`config.mk`:
```
export PLATFORM = sky130hd
export DESIGN_NAME = pdas_top
export DESIGN_NICKNAME = d
export VERILOG_FILES = /design/src/hw/pdas_fifo.v /design/src/hw/pdas_top.v
export VERILOG_INCLUDE_DIRS = /design/src /design/src/hw
export SDC_FILE = /design/constraint.sdc
export NUM_CORES = 1
export LEC_CHECK = 0
export BUFFER_PORTS_ARGS = -buffer_cell sky130_fd_sc_hd__buf_2
export CAP_MARGIN = 40
export CORE_MARGIN = 2
export CORE_UTILIZATION = 31
export DETAILED_ROUTE_END_ITERATION = 8
export PLACE_DENSITY = 0.59
export SYNTH_ARGS = -nofsm -noshare
export SYNTH_HDL_FRONTEND = slang
export SYNTH_SLANG_ARGS = --single-unit
```
`constraint.sdc`:
```
create_clock -name i_clk -period 3.1 [get_ports i_clk]
set_input_delay 0 -clock i_clk [delete_from_list [all_inputs] [get_ports i_clk]]
set_output_delay 0 -clock i_clk [all_outputs]
set_load 0.03 [all_outputs]
```
`src/hw/pdas_regs.vh`:
```
// Register offsets, field positions, reset values and command codes of the DMA abort block
`ifndef PDAS_REGS_VH
`define PDAS_REGS_VH

// ----------------------------------------------------------------
// Configuration space (one copy per function)
// ----------------------------------------------------------------
`define PDAS_CFG_STATUS_OFF 8'h04
`define PDAS_CFG_INTPIN_OFF 8'h3c
`define PDAS_CFG_STATUS_LSB 16
`define PDAS_RX_TARGET_ABORT_FLAG_BIT 12
`define PDAS_RX_MASTER_ABORT_FLAG_BIT 13
`define PDAS_LAN_INTPIN_RST 8'h02
`define PDAS_SCSI_INTPIN_RST 8'h01

// ----------------------------------------------------------------
// SCSI DMA registers in I/O space
// ----------------------------------------------------------------
`define PDAS_DMA_CMD_OFF 8'h40
`define PDAS_DMA_CNT_OFF 8'h44
`define PDAS_DMA_STATUS_OFF 8'h54
`define PDAS_DMA_BUSY_BIT 0
`define PDAS_DMA_ABORT_BIT 2
`define PDAS_DMA_DONE_BIT 3
`define PDAS_CNT_RST 16'h0000

// ----------------------------------------------------------------
// DMA command field codes
// ----------------------------------------------------------------
`define PDAS_CMD_IDLE 2'h0
`define PDAS_CMD_DRAIN 2'h1
`define PDAS_CMD_START 2'h2
`define PDAS_CMD_ABORT 2'h3

`endif

```
`src/hw/pdas_fifo.v`:
```
// Small synchronous FIFO between the SCSI core and the DMA bus master
module pdas_fifo #(
    parameter WIDTH = 32,
    parameter DEPTH = 4,
    parameter AW = 2
) (
    input wire i_clk,
    input wire i_rst,
    input wire [WIDTH-1:0] i_in_data,
    input wire i_in_valid,
    output reg o_in_ready,
    output wire [WIDTH-1:0] o_out_data,
    output wire o_out_valid,
    input wire i_out_ready
);
    // ----------------------------------------------------------------
    // Storage and pointers
    // ----------------------------------------------------------------
    reg [WIDTH-1:0] mem [0:DEPTH-1]; // Word storage
    reg [AW-1:0] wr_ptr_ff; // Next slot to fill
    reg [AW-1:0] rd_ptr_ff; // Oldest word
    reg [AW:0] count_ff; // Words held
    reg [AW:0] nxt_count;
    wire push;
    wire pop;

    assign push = i_in_valid & o_in_ready;
    assign pop = o_out_valid & i_out_ready;
    assign o_out_valid = (count_ff != {(AW+1){1'b0}});
    assign o_out_data = mem[rd_ptr_ff];

    // Occupancy after this cycle
    always @* begin
        nxt_count = count_ff;
        if (push & ~pop) begin
            nxt_count = count_ff + 1'b1;
        end else if (pop & ~push) begin
            nxt_count = count_ff - 1'b1;
        end
    end

    // Ready is registered so the source never sees a combinational path
    always @(posedge i_clk) begin
        if (i_rst) begin
            wr_ptr_ff <= {AW{1'b0}};
            rd_ptr_ff <= {AW{1'b0}};
            count_ff <= {(AW+1){1'b0}};
            o_in_ready <= 1'b0;
        end else begin
            if (push) begin
                mem[wr_ptr_ff] <= i_in_data;
                wr_ptr_ff <= wr_ptr_ff + 1'b1;
            end
            if (pop) begin
                rd_ptr_ff <= rd_ptr_ff + 1'b1;
            end
            count_ff <= nxt_count;
            o_in_ready <= (nxt_count != DEPTH[AW:0]);
        end
    end
endmodule // pdas_fifo

```
`src/hw/pdas_top.v`:
```
// SCSI DMA master with abort reporting, two config spaces and bus parking
//
// Function
// - Park: drive AD, C/BE, PAR on idle grant
// - Slave access is single cycle, 8/16/32 bits
// - Target abort sets DMA abort, no interrupt
// - Target abort sets function status bit 12
// - Master abort sets DMA abort, no interrupt
// - Master abort sets function status bit 13
// - Two-bit command: idle, drain, start, abort
// - Idle command stops, keeps status, no interrupt
// - LAN interrupt pin reads 02h after reset
// - Config cycle claimed only with select active
// - First select SCSI space, second LAN space
// - SCSI irq first output, LAN second
// - Separate request/grant pair per function
`include "pdas_regs.vh"
module pdas_top #(
    parameter FIFO_DEPTH = 4,
    parameter FIFO_AW = 2
) (
    input wire i_clk,
    input wire i_rst,
    input wire i_acc_valid,
    input wire i_acc_cfg,
    input wire i_acc_write,
    input wire [7:0] i_acc_addr,
    input wire [3:0] i_acc_be,
    input wire [31:0] i_acc_wdata,
    output reg o_acc_ack,
    output reg o_acc_claimed,
    output reg [31:0] o_acc_rdata,
    input wire i_scsi_cfg_select,
    input wire i_lan_cfg_select,
    input wire i_scsi_bus_grant,
    input wire i_lan_bus_grant,
    input wire i_bus_idle,
    input wire i_scsi_target_abort,
    input wire i_scsi_master_abort,
    output reg o_scsi_bus_request,
    output reg o_lan_bus_request,
    input wire i_lan_xfer_req,
    input wire i_lan_target_abort,
    input wire i_lan_master_abort,
    input wire i_lan_irq_req,
    input wire [31:0] i_dma_wdata,
    input wire i_dma_wvalid,
    output wire o_dma_wready,
    output reg [31:0] o_ad_out,
    output reg o_ad_oe,
    output reg [3:0] o_cbe_out,
    output reg o_cbe_oe,
    output reg o_par_out,
    output reg o_par_oe,
    output reg o_scsi_irq_out_n,
    output reg o_scsi_irq_oe,
    output reg o_lan_irq_out_n,
    output reg o_lan_irq_oe
);
    // ----------------------------------------------------------------
    // Constants
    // ----------------------------------------------------------------
    localparam ST_IDLE = 2'h0; // No transfer
    localparam ST_XFER = 2'h1; // Counted transfer
    localparam ST_DRAIN = 2'h2; // Empty the FIFO, then finish
    localparam P_SSEL = 0; // Pin positions in the synchroniser
    localparam P_LSEL = 1;
    localparam P_SGNT = 2;
    localparam P_LGNT = 3;
    localparam P_IDLE = 4;
    localparam P_TABT = 5;
    localparam P_MABT = 6;

    // Sticky flag: set wins over a clear in the same cycle
    function rw1c;
        input cur;
        input set;
        input clr;
        begin
            rw1c = set | (cur & ~clr);
        end
    endfunction

    // Even parity over AD and C/BE
    function par_of;
        input [31:0] ad;
        input [3:0] cbe;
        begin
            par_of = ^{ad, cbe};
        end
    endfunction

    // ----------------------------------------------------------------
    // Pin synchronisers
    // ----------------------------------------------------------------
    reg [6:0] pin_s1_ff; // First stage, read only by the second
    reg [6:0] pin_s2_ff; // Stable copy
    reg [1:0] abt_prev_ff; // Previous abort levels for edge detect
    wire sel_scsi = pin_s2_ff[P_SSEL];
    wire sel_lan = pin_s2_ff[P_LSEL];
    wire grant_s = pin_s2_ff[P_SGNT];
    wire bus_idle = pin_s2_ff[P_IDLE];
    wire tabt_evt = pin_s2_ff[P_TABT] & ~abt_prev_ff[0];
    wire mabt_evt = pin_s2_ff[P_MABT] & ~abt_prev_ff[1];

    // Pins come from the PCI side, so they pass two stages
    always @(posedge i_clk) begin
        if (i_rst) begin
            pin_s1_ff <= 7'h00;
            pin_s2_ff <= 7'h00;
            abt_prev_ff <= 2'h0;
        end else begin
            pin_s1_ff <= {i_scsi_master_abort, i_scsi_target_abort, i_bus_idle,
                          i_lan_bus_grant, i_scsi_bus_grant, i_lan_cfg_select,
                          i_scsi_cfg_select};
            pin_s2_ff <= pin_s1_ff;
            abt_prev_ff <= pin_s2_ff[P_MABT:P_TABT];
        end
    end

    // ----------------------------------------------------------------
    // Access decode
    // ----------------------------------------------------------------
    reg [1:0] state_ff; // DMA state
    reg [1:0] nxt_state;
    reg [1:0] cmd_ff; // Last command written
    reg [15:0] count_ff; // Programmed word count
    reg [15:0] remain_ff; // Words left in transfer
    reg [15:0] nxt_remain;
    reg dma_abort_ff; // DMA status abort flag
    reg dma_done_ff; // DMA status done flag
    reg s_rt_ff; // SCSI config: received target abort
    reg s_rm_ff; // SCSI config: received master abort
    reg l_rt_ff; // LAN config: received target abort
    reg l_rm_ff; // LAN config: received master abort
    reg [31:0] nxt_rdata;
    reg set_abort;
    reg set_done;
    wire is_io = ~i_acc_cfg;
    wire cfg_s = i_acc_cfg & sel_scsi;
    wire cfg_l = i_acc_cfg & ~sel_scsi & sel_lan;
    wire wr = i_acc_valid & i_acc_write;
    wire rd = i_acc_valid & ~i_acc_write;
    wire cmd_wr = wr & is_io & (i_acc_addr == `PDAS_DMA_CMD_OFF) & i_acc_be[0];
    wire stat_rd = rd & is_io & (i_acc_addr == `PDAS_DMA_STATUS_OFF);
    wire cfg_clr = wr & (i_acc_addr == `PDAS_CFG_STATUS_OFF) & i_acc_be[3];
    wire clr_rt = i_acc_wdata[`PDAS_CFG_STATUS_LSB + `PDAS_RX_TARGET_ABORT_FLAG_BIT];
    wire clr_rm = i_acc_wdata[`PDAS_CFG_STATUS_LSB + `PDAS_RX_MASTER_ABORT_FLAG_BIT];
    wire [7:0] dma_stat = {4'h0, dma_done_ff, dma_abort_ff, 1'b0,
                           (state_ff != ST_IDLE)};

    // Read mux: unmapped offsets and unclaimed config cycles read zero
    always @* begin
        nxt_rdata = 32'h0000_0000;
        if (is_io) begin
            if (i_acc_addr == `PDAS_DMA_CMD_OFF) begin
                nxt_rdata = {30'h0000_0000, cmd_ff};
            end else if (i_acc_addr == `PDAS_DMA_CNT_OFF) begin
                nxt_rdata = {remain_ff, count_ff};
            end else if (i_acc_addr == `PDAS_DMA_STATUS_OFF) begin
                nxt_rdata = {24'h00_0000, dma_stat};
            end
        end else if (cfg_s) begin
            if (i_acc_addr == `PDAS_CFG_STATUS_OFF) begin
                nxt_rdata = {2'h0, s_rm_ff, s_rt_ff, 28'h000_0000};
            end else if (i_acc_addr == `PDAS_CFG_INTPIN_OFF) begin
                nxt_rdata = {16'h0000, `PDAS_SCSI_INTPIN_RST, 8'h00};
            end
        end else if (cfg_l) begin
            if (i_acc_addr == `PDAS_CFG_STATUS_OFF) begin
                nxt_rdata = {2'h0, l_rm_ff, l_rt_ff, 28'h000_0000};
            end else if (i_acc_addr == `PDAS_CFG_INTPIN_OFF) begin
                nxt_rdata = {16'h0000, `PDAS_LAN_INTPIN_RST, 8'h00};
            end
        end
    end

    // Every access is answered on the next edge; no bursts exist
    always @(posedge i_clk) begin
        if (i_rst) begin
            o_acc_ack <= 1'b0;
            o_acc_claimed <= 1'b0;
            o_acc_rdata <= 32'h0000_0000;
        end else begin
            o_acc_ack <= i_acc_valid;
            o_acc_claimed <= i_acc_valid & (is_io | cfg_s | cfg_l);
            o_acc_rdata <= rd ? nxt_rdata : 32'h0000_0000;
        end
    end

    // ----------------------------------------------------------------
    // FIFO and DMA state machine
    // ----------------------------------------------------------------
    wire [31:0] f_data;
    wire f_valid;
    wire abort_evt = tabt_evt | mabt_evt;
    wire active = (state_ff != ST_IDLE);
    wire beat = active & grant_s & f_valid & ~abort_evt & ~cmd_wr;

    pdas_fifo #(
        .WIDTH(32),
        .DEPTH(FIFO_DEPTH),
        .AW(FIFO_AW)
    ) u_fifo (
        .i_clk(i_clk),
        .i_rst(i_rst),
        .i_in_data(i_dma_wdata),
        .i_in_valid(i_dma_wvalid),
        .o_in_ready(o_dma_wready),
        .o_out_data(f_data),
        .o_out_valid(f_valid),
        .i_out_ready(beat)
    );

    // Next state, remaining count and flag events
    always @* begin
        nxt_state = state_ff;
        nxt_remain = remain_ff;
        set_abort = 1'b0;
        set_done = 1'b0;
        if (abort_evt & active) begin
            nxt_state = ST_IDLE;
            set_abort = 1'b1;
        end else if (cmd_wr) begin
            case (i_acc_wdata[1:0])
                `PDAS_CMD_IDLE: begin
                    nxt_state = ST_IDLE;
                end
                `PDAS_CMD_DRAIN: begin
                    if (active) begin
                        nxt_state = ST_DRAIN;
                    end
                end
                `PDAS_CMD_START: begin
                    if (count_ff != 16'h0000) begin
                        nxt_state = ST_XFER;
                        nxt_remain = count_ff;
                    end
                end
                default: begin
                    nxt_state = ST_IDLE;
                    set_abort = active;
                end
            endcase
        end else if (beat) begin
            nxt_remain = remain_ff - 16'h0001;
            if ((state_ff == ST_XFER) & (remain_ff == 16'h0001)) begin
                nxt_state = ST_IDLE;
                set_done = 1'b1;
            end
        end else if ((state_ff == ST_DRAIN) & ~f_valid) begin
            nxt_state = ST_IDLE;
            set_done = 1'b1;
        end
    end

    // Registers; a status read clears the flags unless set this cycle
    always @(posedge i_clk) begin
        if (i_rst) begin
            state_ff <= ST_IDLE;
            cmd_ff <= `PDAS_CMD_IDLE;
            count_ff <= `PDAS_CNT_RST;
            remain_ff <= `PDAS_CNT_RST;
            dma_abort_ff <= 1'b0;
            dma_done_ff <= 1'b0;
            s_rt_ff <= 1'b0;
            s_rm_ff <= 1'b0;
            l_rt_ff <= 1'b0;
            l_rm_ff <= 1'b0;
        end else begin
            state_ff <= nxt_state;
            remain_ff <= nxt_remain;
            if (cmd_wr) begin
                cmd_ff <= i_acc_wdata[1:0];
            end
            // Count write honours byte lanes 0 and 1
            if (wr & is_io & (i_acc_addr == `PDAS_DMA_CNT_OFF)) begin
                if (i_acc_be[0]) begin
                    count_ff[7:0] <= i_acc_wdata[7:0];
                end
                if (i_acc_be[1]) begin
                    count_ff[15:8] <= i_acc_wdata[15:8];
                end
            end
            dma_abort_ff <= rw1c(dma_abort_ff, set_abort, stat_rd);
            dma_done_ff <= rw1c(dma_done_ff, set_done, stat_rd);
            s_rt_ff <= rw1c(s_rt_ff, tabt_evt, cfg_s & cfg_clr & clr_rt);
            s_rm_ff <= rw1c(s_rm_ff, mabt_evt, cfg_s & cfg_clr & clr_rm);
            l_rt_ff <= rw1c(l_rt_ff, i_lan_target_abort,
                            cfg_l & cfg_clr & clr_rt);
            l_rm_ff <= rw1c(l_rm_ff, i_lan_master_abort,
                            cfg_l & cfg_clr & clr_rm);
        end
    end

    // ----------------------------------------------------------------
    // Bus drive, arbitration and interrupt pins
    // ----------------------------------------------------------------
    wire park = bus_idle & grant_s & ~o_scsi_bus_request & ~active;

    // Data beats and parking both drive the shared lines; parity follows
    always @(posedge i_clk) begin
        if (i_rst) begin
            o_ad_out <= 32'h0000_0000;
            o_ad_oe <= 1'b0;
            o_cbe_out <= 4'h0;
            o_cbe_oe <= 1'b0;
            o_par_out <= 1'b0;
            o_par_oe <= 1'b0;
        end else if (beat) begin
            o_ad_out <= f_data;
            o_ad_oe <= 1'b1;
            o_cbe_out <= 4'h0;
            o_cbe_oe <= 1'b1;
            o_par_out <= par_of(f_data, 4'h0);
            o_par_oe <= 1'b1;
        end else if (park) begin
            o_ad_out <= 32'h0000_0000;
            o_ad_oe <= 1'b1;
            o_cbe_out <= 4'h0;
            o_cbe_oe <= 1'b1;
            o_par_out <= par_of(32'h0000_0000, 4'h0);
            o_par_oe <= 1'b1;
        end else begin
            o_ad_oe <= 1'b0;
            o_cbe_oe <= 1'b0;
            o_par_oe <= 1'b0;
        end
    end

    // Interrupt pins are open drain: low level, enable when asserted.
    // Aborts never reach the SCSI pin; only a finished transfer does.
    always @(posedge i_clk) begin
        if (i_rst) begin
            o_scsi_bus_request <= 1'b0;
            o_lan_bus_request <= 1'b0;
            o_scsi_irq_out_n <= 1'b0;
            o_scsi_irq_oe <= 1'b0;
            o_lan_irq_out_n <= 1'b0;
            o_lan_irq_oe <= 1'b0;
        end else begin
            o_scsi_bus_request <= (nxt_state != ST_IDLE);
            o_lan_bus_request <= i_lan_xfer_req;
            o_scsi_irq_out_n <= 1'b0;
            o_scsi_irq_oe <= rw1c(dma_done_ff, set_done, stat_rd);
            o_lan_irq_out_n <= 1'b0;
            o_lan_irq_oe <= i_lan_irq_req;
        end
    end
endmodule // pdas_top

```
# After elaboration in Yosys (flattened, before gate mapping)
# Memory sizes are Yosys's and may differ from the RTL's. A register that Yosys moved wholly into a read port is not among the register bits.
# Index checks and enable logic that the tools add are counted.
dict set report word_totals {
  reg_bits 137
  mem_bits_rw 128
  inputBits 93
  output_inout_bits 81
  memories 1
}
# name depth width rd rd_ports_with_merged_regs wr line_no
set mem_list {}
lappend mem_list {u_fifo.mem 4 32 1 1 1 pdas_fifo.v:19} ;# reg [WIDTH-1:0] mem [0:DEPTH-1];
dict set report op_classes {
  add_sub_neg 5
  eq_ne 13
  n_mux 43
  bitwise_logic 70
  reduce_logical 13
}
# op count
set op_table {}
lappend op_table {{2-to-1 mux 32 bit} 6}
lappend op_table {{2-to-1 mux 30 bit} 3}
lappend op_table {{2-to-1 mux 16 bit} 4}
lappend op_table {{bitwise AND 1 bit} 42}
lappend op_table {{parity 36 bit} 1}
lappend op_table {{equality test 8 x 7 -> 1 bit (second input constant)} 3}
lappend op_table {{NOT 1 bit} 19}
lappend op_table {{2-to-1 mux 2 bit} 9}
lappend op_table {{equality test 16 x 1 -> 1 bit (second input constant)} 1}
lappend op_table {{nonzero test 16 bit} 1}
lappend op_table {{subtractor 16 x 1 -> 16 bit (second input constant)} 1}
lappend op_table {{2-to-1 mux 1 bit} 15}
lappend op_table {{2-to-1 mux 10 bit} 1}
lappend op_table {{2-to-1 mux 9 bit} 1}
lappend op_table {{OR 1 bit} 9}
lappend op_table {{equality test 8 x 3 -> 1 bit (second input constant)} 1}
lappend op_table {{equality test 8 x 6 -> 1 bit (second input constant)} 1}
lappend op_table {{nonzero test 2 bit} 4}
lappend op_table {{2-to-1 mux 3 bit} 2}
lappend op_table {{adder 2 x 1 -> 2 bit (second input constant)} 2}
lappend op_table {{equality test 2 x 1 -> 1 bit (second input constant)} 2}
lappend op_table {{equality test 2 bit (second input constant)} 2}
lappend op_table {{2-to-1 mux 4 bit} 1}
lappend op_table {{!= test 2 x 1 -> 1 bit (second input constant)} 2}
lappend op_table {{other kinds (10)} 11}

# Depth between registers and ports, before layout
dict set report logic_depth {
  word_depth 11
  mapped_depth 11
  depth_no_buf 9
}

# Modules after synthesis
# From an unflattened synthesis, not the netlist that was laid out.
dict set report hier_totals {
  cells_unflattened 792
  area_unflattened_um2 10400.0
}
# mod n_inst cells_per_inst area_per_inst_um2 seq_area_each_um2
set modules_own_cells {}
lappend modules_own_cells {pdas_top 1 570 5248.8 2542.4}
lappend modules_own_cells {pdas_fifo 1 222 5151.2 4043.9}

# Worst setup path before layout
# No wires, ideal clock.
dict set report synth_timing {
  path_type {register to register}
  start {register (tool-made name)}
  end {register o_par_out}
  setup_ns 0.117
  t_arrival_ns 2.101
  t_required_ns 2.983
  setup_slack_ns 0.882
  stages_incl_launch_ff 10
  path_buffers 2
  cell_sequence {dfxtp_1 buf_6 buf_12 mux4_1 xnor2_1 xnor2_1 xnor2_2 xnor2_1 xnor2_1 a32o_1}
}
# item line_no
set synth_lines {}
lappend synth_lines {{end signal: assignment} pdas_top.v:315} ;# o_par_out <= par_of(f_data, 4'h0);
lappend synth_lines {{end signal: assignment} pdas_top.v:322} ;# o_par_out <= par_of(32'h0000_0000, 4'h0);
lappend synth_lines {{end: declaration} pdas_top.v:53} ;# output reg o_par_out,

# Final worst setup path
dict set report layout_timing {
  start {input i_rst}
  end {register o_acc_rdata[29]}
}
dict set report layout_via {
  elab_chain_len 1
}
# item line_no
set layout_lines {}
lappend layout_lines {{start: declaration} pdas_top.v:23} ;# input wire i_rst,
lappend layout_lines {{OR reduction 2 bit (no source line)} --}
lappend layout_lines {{end signal: assignment} pdas_top.v:187} ;# o_acc_rdata <= rd ? nxt_rdata : 32'h0000_0000;
lappend layout_lines {{end: declaration} pdas_top.v:32} ;# output reg [31:0] o_acc_rdata,
# No other way between the ends.
# A chain may end at the register's enable or synchronous reset.

==> impl_metrics.py <==
metrics = {
    "cts": {
        "cts_setup_buffers": 0,
        "clk_pin_slew_ns": 0.06,
        "numCtsBuffers": 28,
        "cts_root_buf": "clkbuf_16",
        "numClockSinks": 265,
        "tritoncts": "built",
        "htree_levels": 1,
        "clock_latency_ns": 0.55,
        "cts_max_path_buffers": 3,
    },
    "route": {
        "drtIter0Drc": 348,
        "ant_nets": 0,
        "finalWirelength_um": 24800,
        "vias_per_cell": 4.64,
        "wl_per_cell_um": 16.6,
        "num_vias": 6936,
        "drcViolationCount": 0,
        "drt_first_pass_iters": 4,
    },
    "global_routing": {
        "grt-ovfl-total": 0,
        "grt_max_degree": 58,
        "antenna_found_initial": 2,
        "grt_pass1_wl_um": 38800,
        "grt_use_total_pct": 14.0,
        "grt_pass1_vias": 6837,
    },
    "pwr": {
        "power_density_nw_per_um2": 587,
        "power_leakage_nw": 5.12,
        "max-vdd-ir-drop_mv": 0.432,
    },
    "setup_path": {
        "cp_common_cell": "dlygate4sd3_1",
        "slowest_delay_ns": 0.61,
        "required_ns": 3.54,
        "critical_path_class": "in -> reg",
        "start_kind": "input port",
        "cp_num_buf_inv": 5,
        "crit_chain": "dlygate4sd3_1, buf_4, inv_1, nand2_1, nor4_1, dlygate4sd3_1, nand3_1, dlygate4sd3_1, o21ai_0",
        "critPathCaptureType": "flip-flop",
        "path_delay_family": "buffers and inverters",
        "slowest_stage": "dlygate4sd3_1",
        "arrival_ns": 3.07,
        "crit_path_max_fanout": 41,
    },
    "timing": {
        "fin_crit_ns": 2.63,
        "finalSetupViolCount": 0,
        "hold_viol": 0,
        "rsz0062_at_grt": "no",
        "finalCritPeriodShare_pct": 84.8,
        "skew_ns": 0.0122,
        "finalMaxSlewViolations": 0,
        "worst_slew_pin_slew_ns": 0.639,
        "fin_ws_ns": 0.470,
        "fin_tns_setup_ns": 0,
        "clock.fmax_mhz": 380,
        "max_slew_margin_pct": 57.4,
    },
    "die": {
        "die_y_um": 187,
        "placementRows": 67,
        "initial_core_util_pct": 31.3,
        "die_w_um": 187,
        "core_area_um2": 33300,
        "ioPinCount": 174,
        "dieArea_um2": 35000,
    },
    "logic_synthesis": {
        "ys_seq_elements": 265,
        "postSynthCellCount": 792,
        "yosys_warnings": 0,
        "syn-mean-instance-area_um2": 13.1,
        "ys_seq_area_share_pct": 63.3,
        "synth_area_um2": 10400,
        "yosysTopAreaCell": "edfxtp_1",
        "ys.flop_type": "dfxtp_1",
        "synth_cell_type_count": 61,
        "synth.top_cell.area_share_pct": 37.0,
        "async_flop_share_pct": 0,
        "synth_area_leaders": "edfxtp_1, dfxtp_1, mux4_1, nor2_1, mux4_2",
        "synth_edf_count": 128,
    },
    "cells_and_area": {
        "final_cell_mix": "buf_2, dfxtp_1, edfxtp_1, nor2_1, dlygate4sd3_1",
        "fin_nets": 1130,
        "fin_util_pct": 39.9,
        "fillerInstances": 3166,
        "final_common_cell": "buf_2",
        "syn_to_final_growth_pct": 27.8,
        "layout-drive-gt1-share_pct": 22.6,
        "fin_cells": 1496,
    },
    "place": {
        "io_buffer_count": 151,
        "routabilityCongestion": 0.785,
        "dpl.cell_count": 1365,
        "post-place-ws_ns": 0.610,
        "hpwl_um": 15800,
    },
    "flow_run": {
        "maxCapViolCount": 0,
    },
    "min_path": {
        "hold_class": "in -> reg",
    },
    "status": {
        "outcome": "finished clean",
    },
}
sequential cells by signal (all words and copies together) (netlist names), 3 cells and up, named ones only:
signal,flops
o_ad_out,32
pin_s1_ff,6
count_ff,16
pin_s2_ff,6
remain_ff,16
u_fifo.count_ff,3
o_acc_rdata,32
u_fifo.mem,128
metal layers:
metal | GRT usage [%] | vias to the layer above | wire (µm)
li1 | - | 3361 | -
met1 | 18.0 | 3332 | 11200
met2 | 23.7 | 203 | 11600
met3 | 3.49 | 38 | 1570
met4 | 3.24 | 2 | 457
met5 | 0 | - | 13
cell type report:
| type | instances | area [µm²] | share of cell area (%) |
|---|---|---|---|
| inverters | 13 | 48.8 | 0.367 |
| clock buffers | 41 | 769 | 5.79 |
| multi-input cells | 472 | 3500 | 26.4 |
| diodes | 1 | 2.50 | 0.0188 |
| flip-flops and latches | 265 | 6590 | 49.6 |
| well taps | 448 | 561 | 4.22 |
| repair buffers | 245 | 1670 | 12.6 |
| clock inverters | 11 | 149 | 1.12 |
path summary, 6_finish.rpt:
kind / endpoint / depth (start not counted) / start / slack [ns]
worst max-delay path: o_acc_rdata[29]$_SDFF_PP0_ / 9 / i_rst / 0.47
worst min register to register: pin_s2_ff[6]$_SDFF_PP0_ / 1 / pin_s1_ff[6]$_SDFF_PP0_ / 0.45
worst min-delay path: s_rm_ff$_SDFF_PP0_ / 5 / i_acc_be[3] / 0.04
worst max register to register: o_par_out$_SDFFE_PP0P_ / 8 / flip-flop / 0.58
worst register-to-register path: stages, from the launching register on:
cell,delay [ns]
dfxtp_2,0.34
buf_4,0.21
mux4_1,0.64
xnor2_1,0.39
xnor2_1,0.18
xnor2_2,0.16
xnor2_1,0.19
xnor2_1,0.10
a32o_1,0.20
logic make-up (layout without fill, tap and decap cells):
| group | after synthesis | count (layout) | synth area share (%) |
|---|---|---|---|
| buffers and inverters | 60 | 310 | 3.25 |
| adder cells (fa/ha/maj) | 12 | 12 | 1.44 |
| XOR/XNOR | 37 | 37 | 3.19 |
| AND/OR/NAND/NOR | 252 | 252 | 12.1 |
| other | 1 | 7 | 0.0361 |
| multiplexers | 48 | 48 | 9.05 |
| flip-flops | 265 | 265 | 63.3 |
| AO/OA/AOI/OAI | 117 | 117 | 7.61 |
cells in the mapped netlist (2+ instances only):
| cell | count |
|---|---|
| or4_1 | 2 |
| inv_1 | 13 |
| and3_1 | 3 |
| xor2_1 | 5 |
| buf_4 | 10 |
| nor2b_1 | 21 |
| nor3b_1 | 5 |
| and3b_1 | 2 |
| mux4_1 | 16 |
| nand3_1 | 13 |
| a32oi_1 | 2 |
| a21oi_1 | 27 |
| dfxtp_1 | 137 |
| nand2_1 | 43 |
| a32o_1 | 2 |
| mux2i_1 | 16 |
| xnor2_1 | 31 |
| o21ai_0 | 19 |
| nor4_1 | 12 |
| edfxtp_1 | 128 |
| nor3_1 | 7 |
| o21a_1 | 6 |
| buf_6 | 2 |
| o31ai_1 | 3 |
| and2_1 | 31 |
| or3_1 | 2 |
| a31oi_1 | 2 |
| nor4b_1 | 2 |
| buf_12 | 3 |
| clkbuf_1 | 22 |
| nand3b_1 | 2 |
| o21ai_2 | 3 |
| nor2_1 | 97 |
| ha_1 | 12 |
| mux4_2 | 16 |
| a22oi_1 | 41 |
| buf_2 | 9 |
| o211ai_1 | 2 |
stage by stage:
step / total power [mW] / area, µm² / hold WS (ns)
2_1_floorplan: 4.29 / 10400 / 0.0989
3_3_place_gp: 4.47 / 11600 / 0.211
3_5_place_dp: 4.48 / 11600 / 0.220
4_1_cts: 7.91 / 13300 / 0.0211
5_1_grt: 8.13 / 13300 / 0.0590
6_report: 7.80 / 13300 / 0.0424
power breakdown:
part	switching (mW)	internal [mW]
registers	0.0351	3.78
clock network	1.36	1.97
logic	0.346	0.309
timing repair:
action,in CTS,in global routing
hold endpoints to repair,209,0
hold buffers,78,0
setup endpoints to repair,0,0
gates resized for setup,0,0
Note: power is estimated with default switching activity, not from simulation.
